--- config.mk ---
export PLATFORM = sky130hd
export DESIGN_NAME = rgd_top
export DESIGN_NICKNAME = d
export VERILOG_FILES = /design/src/rgd_pkg.sv /design/src/rgd_top.sv
export SDC_FILE = /design/constraint.sdc
export NUM_CORES = 1
export LEC_CHECK = 0
export BUFFER_PORTS_ARGS = -buffer_cell sky130_fd_sc_hd__buf_2
export CELL_PAD_IN_SITES_DETAIL_PLACEMENT = 1
export CELL_PAD_IN_SITES_GLOBAL_PLACEMENT = 1
export CORE_MARGIN = 2
export CORE_UTILIZATION = 47
export CTS_BUF_LIST = sky130_fd_sc_hd__clkbuf_8
export DETAILED_ROUTE_END_ITERATION = 7
export HOLD_SLACK_MARGIN = 0.05
export PLACE_DENSITY_LB_ADDON = 0.1
export SYNTH_ARGS = -nofsm -noshare
export SYNTH_HDL_FRONTEND = slang
export SYNTH_SLANG_ARGS = --single-unit
--- constraint.sdc ---
create_clock -name mclk -period 3.5 [get_ports mclk]
set_input_delay 0.35 -clock mclk [delete_from_list [all_inputs] [get_ports mclk]]
set_output_delay 0.35 -clock mclk [all_outputs]
set_load 0.01 [all_outputs]
--- src/rgd_pkg.sv ---
// package for the receive guard timer and receive decoder configuration block
// assumes a 32-bit apb master and a 25 MHz system clock
`default_nettype none
package rgd_pkg;
	// register indices; byte address is four times the index
	localparam logic [7:0]  RGD_IDX_GUARD   = 8'h11;
	localparam logic [7:0]  RGD_IDX_CRC     = 8'h12;
	localparam logic [31:0] RGD_ADDR_GUARD  = {22'h0, RGD_IDX_GUARD, 2'b00};
	localparam logic [31:0] RGD_ADDR_CRC    = {22'h0, RGD_IDX_CRC, 2'b00};
	// writable bit masks; reserved bits read zero
	localparam logic [31:0] RGD_MASK_GUARD  = 32'h0FFF_FFFF;
	localparam logic [31:0] RGD_MASK_CRC    = 32'hFFFF_0FFE;
	localparam logic [31:0] RGD_RST_WORD    = 32'h0000_0000;
	// crc preset selector codes
	localparam logic [2:0]  RGD_SEL_ZERO    = 3'h0;
	localparam logic [2:0]  RGD_SEL_6363    = 3'h1;
	localparam logic [2:0]  RGD_SEL_A671    = 3'h2;
	localparam logic [2:0]  RGD_SEL_FFFF    = 3'h3;
	localparam logic [2:0]  RGD_SEL_0012    = 3'h4;
	localparam logic [2:0]  RGD_SEL_E012    = 3'h5;
	localparam logic [2:0]  RGD_SEL_RSV     = 3'h6;
	localparam logic [2:0]  RGD_SEL_ARB     = 3'h7;
	// crc preset and residue values
	localparam logic [15:0] RGD_PRE_ZERO    = 16'h0000;
	localparam logic [15:0] RGD_PRE_6363    = 16'h6363;
	localparam logic [15:0] RGD_PRE_A671    = 16'hA671;
	localparam logic [15:0] RGD_PRE_FFFF    = 16'hFFFF;
	localparam logic [15:0] RGD_PRE_0012    = 16'h0012;
	localparam logic [15:0] RGD_PRE_E012    = 16'hE012;
	localparam logic [15:0] RGD_RES_PLAIN   = 16'h0000;
	localparam logic [15:0] RGD_RES_INV     = 16'hF0B8;
	localparam logic [2:0]  RGD_LAST_BIT    = 3'h7;
	// guard timer register layout
	typedef struct packed {
		logic [3:0]  rsv;        // reserved, reads zero
		logic [19:0] reload;     // guard reload value
		logic [7:0]  presc;      // prescaler reload
	} rgd_guard_cfg_t;
	// crc and parity register layout
	typedef struct packed {
		logic [15:0] preset;     // arbitrary crc preset
		logic [3:0]  rsv;        // reserved, reads zero
		logic        par_odd;    // parity type
		logic        par_en;     // parity check enable
		logic        keep_col;   // keep bits after collision
		logic [2:0]  first_bit_slot; // first bit position
		logic [2:0]  sel;        // crc preset selector
		logic        crc_inv;    // inverted residue compare
		logic        crc5;       // 5-bit crc mode
		logic        rsv0;       // reserved, reads zero
	} rgd_crc_cfg_t;
	// received bit from the demodulator
	typedef struct packed {
		logic valid;             // bit strobe
		logic value;             // bit value
		logic collision;         // collision seen on this bit
	} rgd_rx_bit_t;
	// decoder phase
	typedef enum logic {
		RGD_DATA = 1'b0,
		RGD_PAR  = 1'b1
	} rgd_phase_t;
endpackage
`default_nettype wire

--- src/rgd_top.sv ---
// receive guard timer, crc preset selection and receive bit decoder with apb registers
// assumes synchronous inputs on mclk and an apb master that holds each request
// How it works
// - guard reload value at bits 27:8
// - zero reload skips the guard interval
// - prescaler reload at bits 7:0 divides clock
// - arbitrary crc preset at bits 31:16
// - parity type: 0 even, 1 odd
// - parity bit stripped from data and checked
// - parity mismatch flags error, reception continues
// - type A detection sets parity enable/type
// - after collision: clear bits or keep them
// - alignment field places the first bit
// - selector picks preset; 5-bit uses low byte
// - code 000 gives preset 0000h, reset choice
// - codes 001 to 101 map to fixed presets, 110 gives 0000h, 111 the arbitrary preset
// - crc type bit: 16-bit or 5-bit
// - inversion bit compares against F0B8h
`default_nettype none
module rgd_top
	import rgd_pkg::*;
(
	input  wire logic              mclk,
	input  wire logic              rstn,
	input  wire logic              psel,
	input  wire logic              penable,
	input  wire logic              pwrite,
	input  wire logic [31:0]       paddr,
	input  wire logic [31:0]       pwdata,
	input  wire logic [3:0]        pstrb,
	output var  logic [31:0]       prdata,
	output var  logic              pready,
	output var  logic              pslverr,
	input  wire logic              tx_end,
	input  wire logic              rx_frame_start,
	input  wire rgd_pkg::rgd_rx_bit_t rx_bit_in,
	input  wire logic              auto_detect_en,
	input  wire logic              md_type_a,
	input  wire logic              md_type_b,
	input  wire logic              md_jis,
	output var  logic              rx_guard_active,
	output var  logic [7:0]        rx_byte,
	output var  logic              rx_byte_valid,
	output var  logic              integrity_fault_flag,
	output var  logic [15:0]       crc_preset,
	output var  logic [15:0]       crc_residue,
	output var  logic              crc5_mode
);
	import rgd_pkg::*;

	// register state
	rgd_guard_cfg_t guard_q;         // guard timer config
	rgd_crc_cfg_t   crc_q;           // crc and parity config
	logic [31:0]    prdata_q;        // read data
	logic           pready_q;        // access answer
	logic           pslverr_q;       // unmapped address answer
	// guard timer state
	logic [19:0]    gcnt_q;          // guard count
	logic [7:0]     pcnt_q;          // prescaler count
	logic           gact_q;          // guard running
	// decoder state
	rgd_phase_t     phase_q;         // data or parity phase
	logic [2:0]     bitpos_q;        // next bit slot
	logic [7:0]     acc_q;           // byte being assembled
	logic           col_q;           // collision seen in frame
	logic [7:0]     byte_q;          // last finished byte
	logic           bvalid_q;        // byte strobe
	logic           fault_q;         // integrity fault, sticky per frame
	logic [15:0]    preset_q;        // selected crc preset
	logic [15:0]    residue_q;       // residue to compare against

	// apb decode
	wire            sel_guard   = (paddr == RGD_ADDR_GUARD);
	wire            sel_crc     = (paddr == RGD_ADDR_CRC);
	wire            mapped      = sel_guard | sel_crc;
	wire            access      = psel & penable;
	wire            first_acc   = access & ~pready_q;
	wire            done        = access & pready_q;
	wire            wr_guard    = done & pwrite & sel_guard & ~pslverr_q;
	wire            wr_crc      = done & pwrite & sel_crc & ~pslverr_q;
	// byte strobes expanded to a bit mask
	wire [31:0]     strb_mask   = {{8{pstrb[3]}}, {8{pstrb[2]}}, {8{pstrb[1]}}, {8{pstrb[0]}}};
	wire [31:0]     guard_wr_v  = ((guard_q & ~strb_mask) | (pwdata & strb_mask)) & RGD_MASK_GUARD;
	wire [31:0]     crc_wr_v    = ((crc_q & ~strb_mask) | (pwdata & strb_mask)) & RGD_MASK_CRC;
	wire [31:0]     rd_word     = sel_guard ? (guard_q & RGD_MASK_GUARD) :
	                              sel_crc   ? (crc_q & RGD_MASK_CRC) : RGD_RST_WORD;

	// mode detector overrides, only while automatic detection is on
	wire            det_a       = auto_detect_en & md_type_a;
	wire            det_b       = auto_detect_en & md_type_b;
	wire            det_j       = auto_detect_en & md_jis;

	// apb answer: one wait cycle so every output comes from a flop
	always_ff @(posedge mclk or negedge rstn) begin
		if (!rstn) begin
			pready_q  <= 1'b0;
			pslverr_q <= 1'b0;
			prdata_q  <= RGD_RST_WORD;
		end else begin
			pready_q  <= first_acc;
			pslverr_q <= first_acc & ~mapped;
			if (first_acc) begin
				prdata_q <= rd_word;
			end
		end
	end

	// guard timer register
	always_ff @(posedge mclk or negedge rstn) begin
		if (!rstn) begin
			guard_q <= RGD_RST_WORD;
		end else if (wr_guard) begin
			guard_q <= guard_wr_v;
		end
	end

	// crc register; the detector wins over a same-cycle software write
	rgd_crc_cfg_t crc_d;
	always_comb begin
		crc_d = wr_crc ? rgd_crc_cfg_t'(crc_wr_v) : crc_q;
		if (det_a) begin
			crc_d.par_en  = 1'b1;
			crc_d.par_odd = 1'b1;
			crc_d.sel     = RGD_SEL_6363;
			crc_d.crc_inv = 1'b0;
		end else if (det_b) begin
			crc_d.sel     = RGD_SEL_FFFF;
			crc_d.crc_inv = 1'b1;
		end else if (det_j) begin
			crc_d.sel     = RGD_SEL_ZERO;
			crc_d.crc_inv = 1'b0;
		end
	end

	always_ff @(posedge mclk or negedge rstn) begin
		if (!rstn) begin
			crc_q <= RGD_RST_WORD;
		end else begin
			crc_q <= crc_d;
		end
	end

	// guard timer: runs reload*(presc+1) cycles after a transmission ends
	wire            pre_wrap    = (pcnt_q == 8'h00);
	wire            g_start     = tx_end & (guard_q.reload != 20'h0_0000);
	always_ff @(posedge mclk or negedge rstn) begin
		if (!rstn) begin
			gact_q <= 1'b0;
			gcnt_q <= 20'h0_0000;
			pcnt_q <= 8'h00;
		end else if (g_start) begin
			gact_q <= 1'b1;
			gcnt_q <= guard_q.reload;
			pcnt_q <= guard_q.presc;
		end else if (gact_q && pre_wrap) begin
			pcnt_q <= guard_q.presc;
			gcnt_q <= gcnt_q - 20'h0_0001;
			gact_q <= (gcnt_q != 20'h0_0001);
		end else if (gact_q) begin
			pcnt_q <= pcnt_q - 8'h01;
		end
	end

	// receiver input is ignored while the guard runs
	wire            bit_ok      = rx_bit_in.valid & ~gact_q;
	wire            frame_go    = rx_frame_start & ~gact_q;
	// bits after a collision are cleared unless kept
	wire            col_now     = col_q | rx_bit_in.collision;
	wire            bit_val     = (col_q & ~crc_q.keep_col) ? 1'b0 : rx_bit_in.value;
	wire [7:0]      acc_new     = acc_q | ({7'h00, bit_val} << bitpos_q);
	wire            byte_full   = (bitpos_q == RGD_LAST_BIT);
	// parity: ones in byte plus parity bit must match the selected type
	wire            par_bad     = ((^acc_q) ^ rx_bit_in.value) != crc_q.par_odd;

	// decoder datapath
	always_ff @(posedge mclk or negedge rstn) begin
		if (!rstn) begin
			phase_q  <= RGD_DATA;
			bitpos_q <= 3'h0;
			acc_q    <= 8'h00;
			col_q    <= 1'b0;
			byte_q   <= 8'h00;
			bvalid_q <= 1'b0;
		end else begin
			bvalid_q <= 1'b0;
			if (frame_go) begin
				phase_q  <= RGD_DATA;
				bitpos_q <= crc_q.first_bit_slot;
				acc_q    <= 8'h00;
				col_q    <= 1'b0;
			end else if (bit_ok) begin
				unique case (phase_q)
					RGD_PAR: begin
						// parity bit is checked and dropped from the data
						phase_q  <= RGD_DATA;
						byte_q   <= acc_q;
						bvalid_q <= 1'b1;
						acc_q    <= 8'h00;
					end
					RGD_DATA: begin
						col_q    <= col_now;
						bitpos_q <= bitpos_q + 3'h1;
						if (byte_full && crc_q.par_en) begin
							acc_q   <= acc_new;
							phase_q <= RGD_PAR;
						end else if (byte_full) begin
							byte_q   <= acc_new;
							bvalid_q <= 1'b1;
							acc_q    <= 8'h00;
						end else begin
							acc_q <= acc_new;
						end
					end
				endcase
			end
		end
	end

	// integrity fault: cleared by a new frame, which wins over a mismatch in that cycle
	wire            par_evt     = bit_ok & ~frame_go & (phase_q == RGD_PAR) & par_bad;
	always_ff @(posedge mclk or negedge rstn) begin
		if (!rstn) begin
			fault_q <= 1'b0;
		end else if (par_evt) begin
			fault_q <= 1'b1;
		end else if (frame_go) begin
			fault_q <= 1'b0;
		end
	end

	// preset lookup; reserved code yields zero
	wire [15:0]     preset_full = (crc_q.sel == RGD_SEL_ZERO) ? RGD_PRE_ZERO :
	                              (crc_q.sel == RGD_SEL_6363) ? RGD_PRE_6363 :
	                              (crc_q.sel == RGD_SEL_A671) ? RGD_PRE_A671 :
	                              (crc_q.sel == RGD_SEL_FFFF) ? RGD_PRE_FFFF :
	                              (crc_q.sel == RGD_SEL_0012) ? RGD_PRE_0012 :
	                              (crc_q.sel == RGD_SEL_E012) ? RGD_PRE_E012 :
	                              (crc_q.sel == RGD_SEL_ARB)  ? crc_q.preset :
	                              RGD_PRE_ZERO;
	wire [15:0]     preset_use  = crc_q.crc5 ? {8'h00, preset_full[7:0]} : preset_full;

	// crc settings registered toward the crc engine
	always_ff @(posedge mclk or negedge rstn) begin
		if (!rstn) begin
			preset_q  <= RGD_PRE_ZERO;
			residue_q <= RGD_RES_PLAIN;
		end else begin
			preset_q  <= preset_use;
			residue_q <= crc_q.crc_inv ? RGD_RES_INV : RGD_RES_PLAIN;
		end
	end

	// output wiring from flops
	assign prdata               = prdata_q;
	assign pready               = pready_q;
	assign pslverr              = pslverr_q;
	assign rx_guard_active      = gact_q;
	assign rx_byte              = byte_q;
	assign rx_byte_valid        = bvalid_q;
	assign integrity_fault_flag = fault_q;
	assign crc_preset           = preset_q;
	assign crc_residue          = residue_q;
	assign crc5_mode            = crc_q.crc5;
endmodule
`default_nettype wire

Yosys cells after proc, flatten, opt, wreduce, memory -nomap -nowiden --
Cells that the tools add are included.
Storage, ports and cells: memories 0, latch bits 0, bits in read-only memories 0, flip-flop bits (word level) 173, RAM bits 0, input bits 82
Operators by class: reductions and logical operators 14, $add $sub $neg 3, bitwise gates (word level) 36, equality and inequality tests 14, mux-type cells 49, shift-type cells 1, $mul 0, $lt $le $gt $ge 0, divide/modulo/power cells 0
Operators with widths (number):
- $mux W16 | 9
- $mux W8 | 9
- $and A32 B32 Y32 | 2
- $eq A32 B7 Y1 const B | 2
- $mux W32 | 2
- $mux W20 | 2
- $not A32 Y32 | 1
- $or A32 B32 Y32 | 1
- $pmux W8 S2 | 2
- $and A28 B28 Y28 | 1
- $or A28 B28 Y28 | 1
- $ne A20 B1 Y1 const B | 1
- $reduce_bool A20 Y1 | 1
- $sub A20 B1 Y20 const B | 1
- $and A1 B1 Y1 | 19
- $mux W1 | 15
- $eq A3 B3 Y1 const B | 4
- $mux W12 | 1
- $mux W4 | 3
- $mux W3 | 3
- $logic_not A8 Y1 | 1
- $or A8 B8 Y8 | 1
- $reduce_bool A2 Y1 | 4
- $reduce_xor A8 Y1 | 1
- 19 further kinds | 30

Longest topological paths before layout --
Gate-level depths: netlist (run 1).
word-level depth 10, mapped depth 8

Worst setup path before layout (run 1) --
Ideal clock, no wire load.
path type input port to flip-flop, start point input port paddr[18], end point register with a tool-made name, setup slack 1579 ps, arrival 1793 ps, required time 3372 ps, library setup time 128 ps, buffers on the path 0, stages on the path 5, cell sequence nor4_1 > nand4_2 > nor2_4 > nand3_2 > mux2_1
RTL lines:
- start: declaration | RTL line rgd_top.sv:28 | input wire logic [31:0] paddr,

==> results of run 1 <==
==> where the power goes <==
group / switching [mW] / internal, mW
logic: 0.194 / 0.129
registers: 0.0383 / 1.87
clock network: 0.711 / 0.504
total: 0.944 / 2.50
==> cell usage after synthesis, types with 4 or more instances <==
cell	number
sky130_fd_sc_hd__xnor2_1	19
sky130_fd_sc_hd__clkbuf_1	16
sky130_fd_sc_hd__nor3_1	17
sky130_fd_sc_hd__nor4_1	14
sky130_fd_sc_hd__dfrtp_1	158
sky130_fd_sc_hd__inv_1	18
sky130_fd_sc_hd__nand4_1	6
sky130_fd_sc_hd__xor2_1	8
sky130_fd_sc_hd__nor2b_1	4
sky130_fd_sc_hd__a31oi_1	4
sky130_fd_sc_hd__nand3_1	12
sky130_fd_sc_hd__a22oi_1	19
sky130_fd_sc_hd__nor2_1	45
sky130_fd_sc_hd__a32o_1	4
sky130_fd_sc_hd__o21ai_0	41
sky130_fd_sc_hd__mux2_2	50
sky130_fd_sc_hd__mux2i_1	6
sky130_fd_sc_hd__buf_2	6
sky130_fd_sc_hd__a21oi_1	39
sky130_fd_sc_hd__ha_1	6
sky130_fd_sc_hd__a221o_1	4
sky130_fd_sc_hd__nand2_1	60
sky130_fd_sc_hd__a22o_1	14
sky130_fd_sc_hd__o21ai_1	12
sky130_fd_sc_hd__buf_4	15
sky130_fd_sc_hd__o21a_1	6
==> metal layers <==
layer,wire length [um],part of all wire
met5,0,0
met4,428,0.021
met3,1160,0.056
met2,10300,0.49
met1,8936,0.43
==> final timing paths <==
path	end	slack [ns]	from
setup / recovery	gcnt_q[6]$_DFFE_PN0P_	1.16	flop
max in group asynchronous	gcnt_q[7]$_DFFE_PN0P_	2.07	rstn
hold reg to reg	crc_residue[14]$_DFF_PN0_	0.46	crc_q[2]$_DFFE_PN0P_
hold / removal	flop	0.10	pwdata[29]
min in group asynchronous	bitpos_q[2]$_DFFE_PN0P_	0.46	rstn
setup reg to reg	gcnt_q[6]$_DFFE_PN0P_	1.16	flop
==> stage by stage <==
stage               instances  power [mW]  hold WS, ns
floorplan                 677       2.106      0.05441
global placement         1009       2.250       0.3966
detailed placement       1009       2.260       0.4055
CTS                      1040       3.463      0.07811
global route             1040       3.572      0.08128
finish                   1041       3.442       0.1014
==> cells in the final DEF (no fill, tap or decap), types with 18 or more instances in the layout <==
cell type / netlist / layout
sky130_fd_sc_hd__dfrtp_1: 158 / 158
sky130_fd_sc_hd__buf_2: 6 / 150
sky130_fd_sc_hd__nand2_1: 60 / 60
sky130_fd_sc_hd__mux2_2: 50 / 50
sky130_fd_sc_hd__nor2_1: 45 / 45
sky130_fd_sc_hd__o21ai_0: 41 / 41
sky130_fd_sc_hd__a21oi_1: 39 / 39
sky130_fd_sc_hd__xnor2_1: 19 / 19
sky130_fd_sc_hd__a22oi_1: 19 / 19
sky130_fd_sc_hd__inv_1: 18 / 18
sky130_fd_sc_hd__clkbuf_8: 0 / 18
==> worst register-to-register path: cells and delay by family (launching register included) <==
| family | cells | cell delay, ns |
|---|---|---|
| AO/OA/AOI/OAI | 2 | 0.77 |
| AND/OR/NAND/NOR | 3 | 0.71 |
| flip-flops | 1 | 0.44 |
| buffers and inverters | 1 | 0.33 |
==> area by class of cell <==
| class | instances | share of cell area |
|---|---|---|
| clock buffers | 18 | 0.02868 |
| flip-flops and latches | 158 | 0.4577 |
| multi-input cells | 461 | 0.3667 |
| inverters | 18 | 0.007822 |
| diodes | 1 | 0.0002897 |
| repair buffers | 162 | 0.09806 |
| well taps | 211 | 0.03056 |
| clock inverters | 12 | 0.01014 |
==> logic make-up after synthesis <==
group                      synth area share
muxes                               0.08595
buffers and inverters               0.04018
other                             0.0005081
adders and majority gates           0.01017
and+or+nand+nor                      0.1600
AOI/OAI and AO/OA                    0.1354
xor gates and xnor gates            0.03204
DFF                                  0.5357
==> timing repair <==
item	CTS	global route
hold buffers	1	0
endpoints found under the hold margin	69	0
gates resized for setup	0	0
endpoints found under the setup margin	0	0
==> results.cfg, run 1 <==
[status]
status = completed

[synth]
synth_largest_type_area_fraction = 0.5357
netlist_top_cells_area = sky130_fd_sc_hd__dfrtp_1, sky130_fd_sc_hd__mux2_2, sky130_fd_sc_hd__nand2_1, sky130_fd_sc_hd__o21ai_0, sky130_fd_sc_hd__a21oi_1
syn-instance-count = 670
yosys_reg_bits = 158
yosys_warnings = 0
synth_async_sr_flop_share = 1.000
syn_area_per_cell_um2 = 11.02
synth_enable_flop_cells = 0
mappedNetlistArea_um2 = 7381
synth.lib_cells_used.distinct = 64
synthDominantAreaCellType = sky130_fd_sc_hd__dfrtp_1
postSynth.topFlopCell = sky130_fd_sc_hd__dfrtp_1
seq_area_frac_synth = 0.5357

[die]
io-pin-count = 160
initial_utilization = 0.4837
fp-row-count = 45
dieArea_um2 = 16720
die_h_um = 129.3
floorplan.die.width_um = 129.3
area_of_the_core_um2 = 15260

[clock_tree]
numCtsBuffers = 17
cts-root-to-sink-buffers = 2
cts_tree = built
cts_setup_buffers = 0
cts.htree.levels = 4
tritoncts_num_sinks = 158
clock_insertion_delay_worst_skew_ns = 0.47
clockRootBuffer = sky130_fd_sc_hd__clkbuf_8
clk_slew_on_worst_s_h_paths_ns = 0.09

[grt]
grt.met3_usage = 0.06895
grt_start_max_net_pins = 73
first_global_vias = 6193
grt_first_pass_wirelength_um = 33300
busiest_layer = met2
grt.total_usage = 0.2611
grt_antenna_before_repair = 1
globalRouteMet2Util = 0.4307
use_met1 = 0.3386
total_overflow_reported_by_the_global_router = 0

[finish]
layout.area.seq_um2 = 3954
multiInputGateArea_um2 = 3168
layout-area-overhead-vs-synth_pct = 17.04
final_layout_size_suffix_gt1_frac = 0.3185
final_net_count = 906
fillers = 1724
final_area_um2 = 8638
layout.core_utilization = 0.5661

[drt]
drc = 0
drtAntennaViolNets = 0
drt-vias-per-instance = 5.634
first_pass_iters = 4
drt_iter0_drc = 283
wire_per_inst_um = 20.01
via_count = 5865
drt_wl_total_um = 20830

[placement]
place.gp.congestion = 0.8308
placed_cell_area_um2 = 8290
place.detailed.hpwl_um = 15430
numPortBuffers = 151
detailedPlace.worstSlack_ns = 1.002

[timing]
final-hold-violation-count = 0
setup_viol = 0
period_utilization = 0.6700
finalWorstPathRequiredPeriod_ns = 2.345
worstMarginPinSlew_ns = 0.7581
max_freq_ghz = 0.4265
report.final.slew_viol_count = 0
final.setup.tns_ns = 0
timing.max_slew.rel_slack = 0.4946
final.setup_skew_ns = 0.01491
post_route_setup_slack_ns = 1.155
rsz0062_at_grt = no

[worst_setup_path]
crit_cells = 6
crit_path_max_incr_delay_ns = 0.63
cp_data_required_time_ns = 3.89
worstPathMaxFanout = 29
setup.worst_path.start_class = flop
critical-path-top-delay-family = compound AO/OA/AOI/OAI gates
worst-setup-path-type = flop to flop
critPathArrivalTime_ns = 2.73
cpMaxStageDelayCell = sky130_fd_sc_hd__o21ai_4
cp.buffers_inverters = 1
crit_chain = nor4_1 > nand4_1 > o21ai_4 > buf_4 > nor2_1 > a21oi_1
worstRegToRegCells = 6
cp-end-kind = flop

[worst_hold_path]
worst_hold_path.num_cells = 2
worst_hold_path_type = input pin to flop

[power_and_ir_drop]
pwr_density_cell_nw_per_um2 = 398.5
power.static_leakage_nw = 4.144
ir_drop_mv = 0.2811

[run]
max_cap_violations = 0
(Power assumes the default switching activity.)
==> run 2, diff against run 1 <==
CORE_UTILIZATION = 44   (was 47)
clock period = 2.3 ns   (was 3.5 ns; I/O delays follow)
==> results.cfg, run 2 (synthesis results as in run 1) <==
[finish]
commonest_non_fill_non_tap_cell_in_the_layout = sky130_fd_sc_hd__dfrtp_1
final_net_count = 961
antenna_cells_inserted = 0
layout-area-overhead-vs-synth_pct = 25.26
final_cell_mix = sky130_fd_sc_hd__dfrtp_1, sky130_fd_sc_hd__buf_2, sky130_fd_sc_hd__nand2_1
layout.core_utilization = 0.5615
fillers = 1881
final_layout_size_suffix_gt1_frac = 0.3247

[placement]
detailedPlace.worstSlack_ns = 0.09115
numPortBuffers = 151
place.gp.congestion = 0.8418
place.detailed.hpwl_um = 15790

[grt]
grt_first_pass_wirelength_um = 35110
grt_start_max_net_pins = 60
grt.total_usage = 0.2501
grt_antenna_before_repair = 0
first_global_vias = 6632
total_overflow_reported_by_the_global_router = 0

[timing]
worstMarginPinSlew_ns = 0.6825
finalHoldWorstSlack_ns = 0.1063
post_route_setup_slack_ns = 0.2010
finalWorstPathRequiredPeriod_ns = 2.099
period_utilization = 0.9126
final-hold-violation-count = 0
setup_viol = 0
final.setup_skew_ns = 0.02023
timing.max_slew.rel_slack = 0.5402
max_freq_ghz = 0.4764
report.final.slew_viol_count = 0

[clock_tree]
cts-root-to-sink-buffers = 2
tritoncts_num_sinks = 158
clk_slew_on_worst_s_h_paths_ns = 0.09
numCtsBuffers = 17
cts.htree.levels = 4
clockRootBuffer = sky130_fd_sc_hd__clkbuf_8
clock_insertion_delay_worst_skew_ns = 0.45
cts_tree = built

[worst_setup_path]
worstRegToRegCells = 6
cp-end-kind = flop
worstPathMaxFanout = 10
critPathArrivalTime_ns = 2.43
cp_data_required_time_ns = 2.63
setup.worst_path.start_class = flop
worst-setup-path-type = flop to flop

[die]
io-pin-count = 160
fp-row-count = 47
floorplan.die.width_um = 133.5
die_h_um = 133.5
dieArea_um2 = 17830
area_of_the_core_um2 = 16470
initial_utilization = 0.4483

[drt]
first_pass_iters = 4
drtAntennaViolNets = 0
drc = 0
drt_iter0_drc = 332
wire_per_inst_um = 19.59
drt-vias-per-instance = 5.457
via_count = 6024
drt_wl_total_um = 21630

[power_and_ir_drop]
ir_drop_mv = 0.3426
share_clk_of_total_power = 0.373
internal_power_mw = 4.085
seq_power_share = 0.524
switching_share = 0.2621
combPwrFrac = 0.103
power.static_leakage_nw = 4.428
pwr_density_cell_nw_per_um2 = 598.8
total_switching_power_mw = 1.451

[worst_hold_path]
worst_hold_path_type = input pin to flop
worst_hold_path.num_cells = 3

[run]
max_cap_violations = 0

[status]
status = completed
==> run 2: final cells by class <==
cell class	instances	area, um^2	share of cell area
inverter	18	67.56	0.007308
tap	220	275.3	0.02977
clock inverter	12	136.4	0.01475
clock buffer	18	247.7	0.02680
timing repair buffer	217	1390	0.1504
sequential	158	3954	0.4277
multi-input combinational	461	3174	0.3433
==> run 2: critical path, stage by stage (launching register included) <==
cell	delay, ns
sky130_fd_sc_hd__dfrtp_1	0.44
sky130_fd_sc_hd__nor4_1	0.48
sky130_fd_sc_hd__nand4_1	0.24
sky130_fd_sc_hd__o21ai_4	0.24
sky130_fd_sc_hd__buf_12	0.15
sky130_fd_sc_hd__buf_12	0.11
sky130_fd_sc_hd__mux2_2	0.33
==> run 2: power by group through the flow <==
| stage | Sequential [mW] | Clock (mW) | Combinational (mW) |
|---|---|---|---|
| after detailed placement | 2.95 | 0 | 0.527 |
| after global routing | 2.91 | 2.24 | 0.632 |
| after CTS | 2.90 | 2.10 | 0.573 |
| after floorplan | 2.95 | 0 | 0.257 |
| final | 2.90 | 2.07 | 0.570 |
| after global placement | 2.95 | 0 | 0.504 |
==> run 2: worst paths after layout <==
kind | from | endpoint | slack (ns)
worst max-delay path | flop | gcnt_q[1]$_DFFE_PN0P_ | 0.20
worst min-delay path | md_type_b | crc_q[4]$_DFFE_PN0P_ | 0.11
worst max register to register | flop | gcnt_q[1]$_DFFE_PN0P_ | 0.20
worst min register to register | crc_q[2]$_DFFE_PN0P_ | crc_residue[14]$_DFF_PN0_ | 0.45
max in group asynchronous | rstn | gcnt_q[10]$_DFFE_PN0P_ | 1.23
min in group asynchronous | rstn | rx_byte[1]$_DFFE_PN0P_ | 0.31
==> run 2: timing repair <==
item / 4_1_cts / 5_1_grt
hold buffers: 33 / 0
resized for setup: 0 / 1
endpoints found under the setup margin: 0 / 5
hold endpoints to repair: 99 / 0
setup buffers: 0 / 4
==> run 2: routing by layer <==
| layer | wire (um) | vias to the layer above | track usage |
|---|---|---|---|
| met5 | 0 | - | 0 |
| li1 | - | 2799 | - |
| met4 | 235 | 0 | 0.05437 |
| met1 | 9496 | 3064 | 0.3228 |
| met3 | 956 | 20 | 0.05746 |
| met2 | 10940 | 141 | 0.4321 |
==> run 2: through the flow <==
| stage | setup TNS, ns | cells | area (um^2) | power [mW] |
|---|---|---|---|---|
| after floorplan | 0 | 677 | 7407 | 3.204 |
| after global placement | 0 | 1037 | 8469 | 3.452 |
| after detailed placement | 0 | 1037 | 8469 | 3.478 |
| after CTS | 0 | 1100 | 9184 | 5.575 |
| after global routing | -0.01883 | 1104 | 9245 | 5.778 |
| final | 0 | 1104 | 9245 | 5.536 |
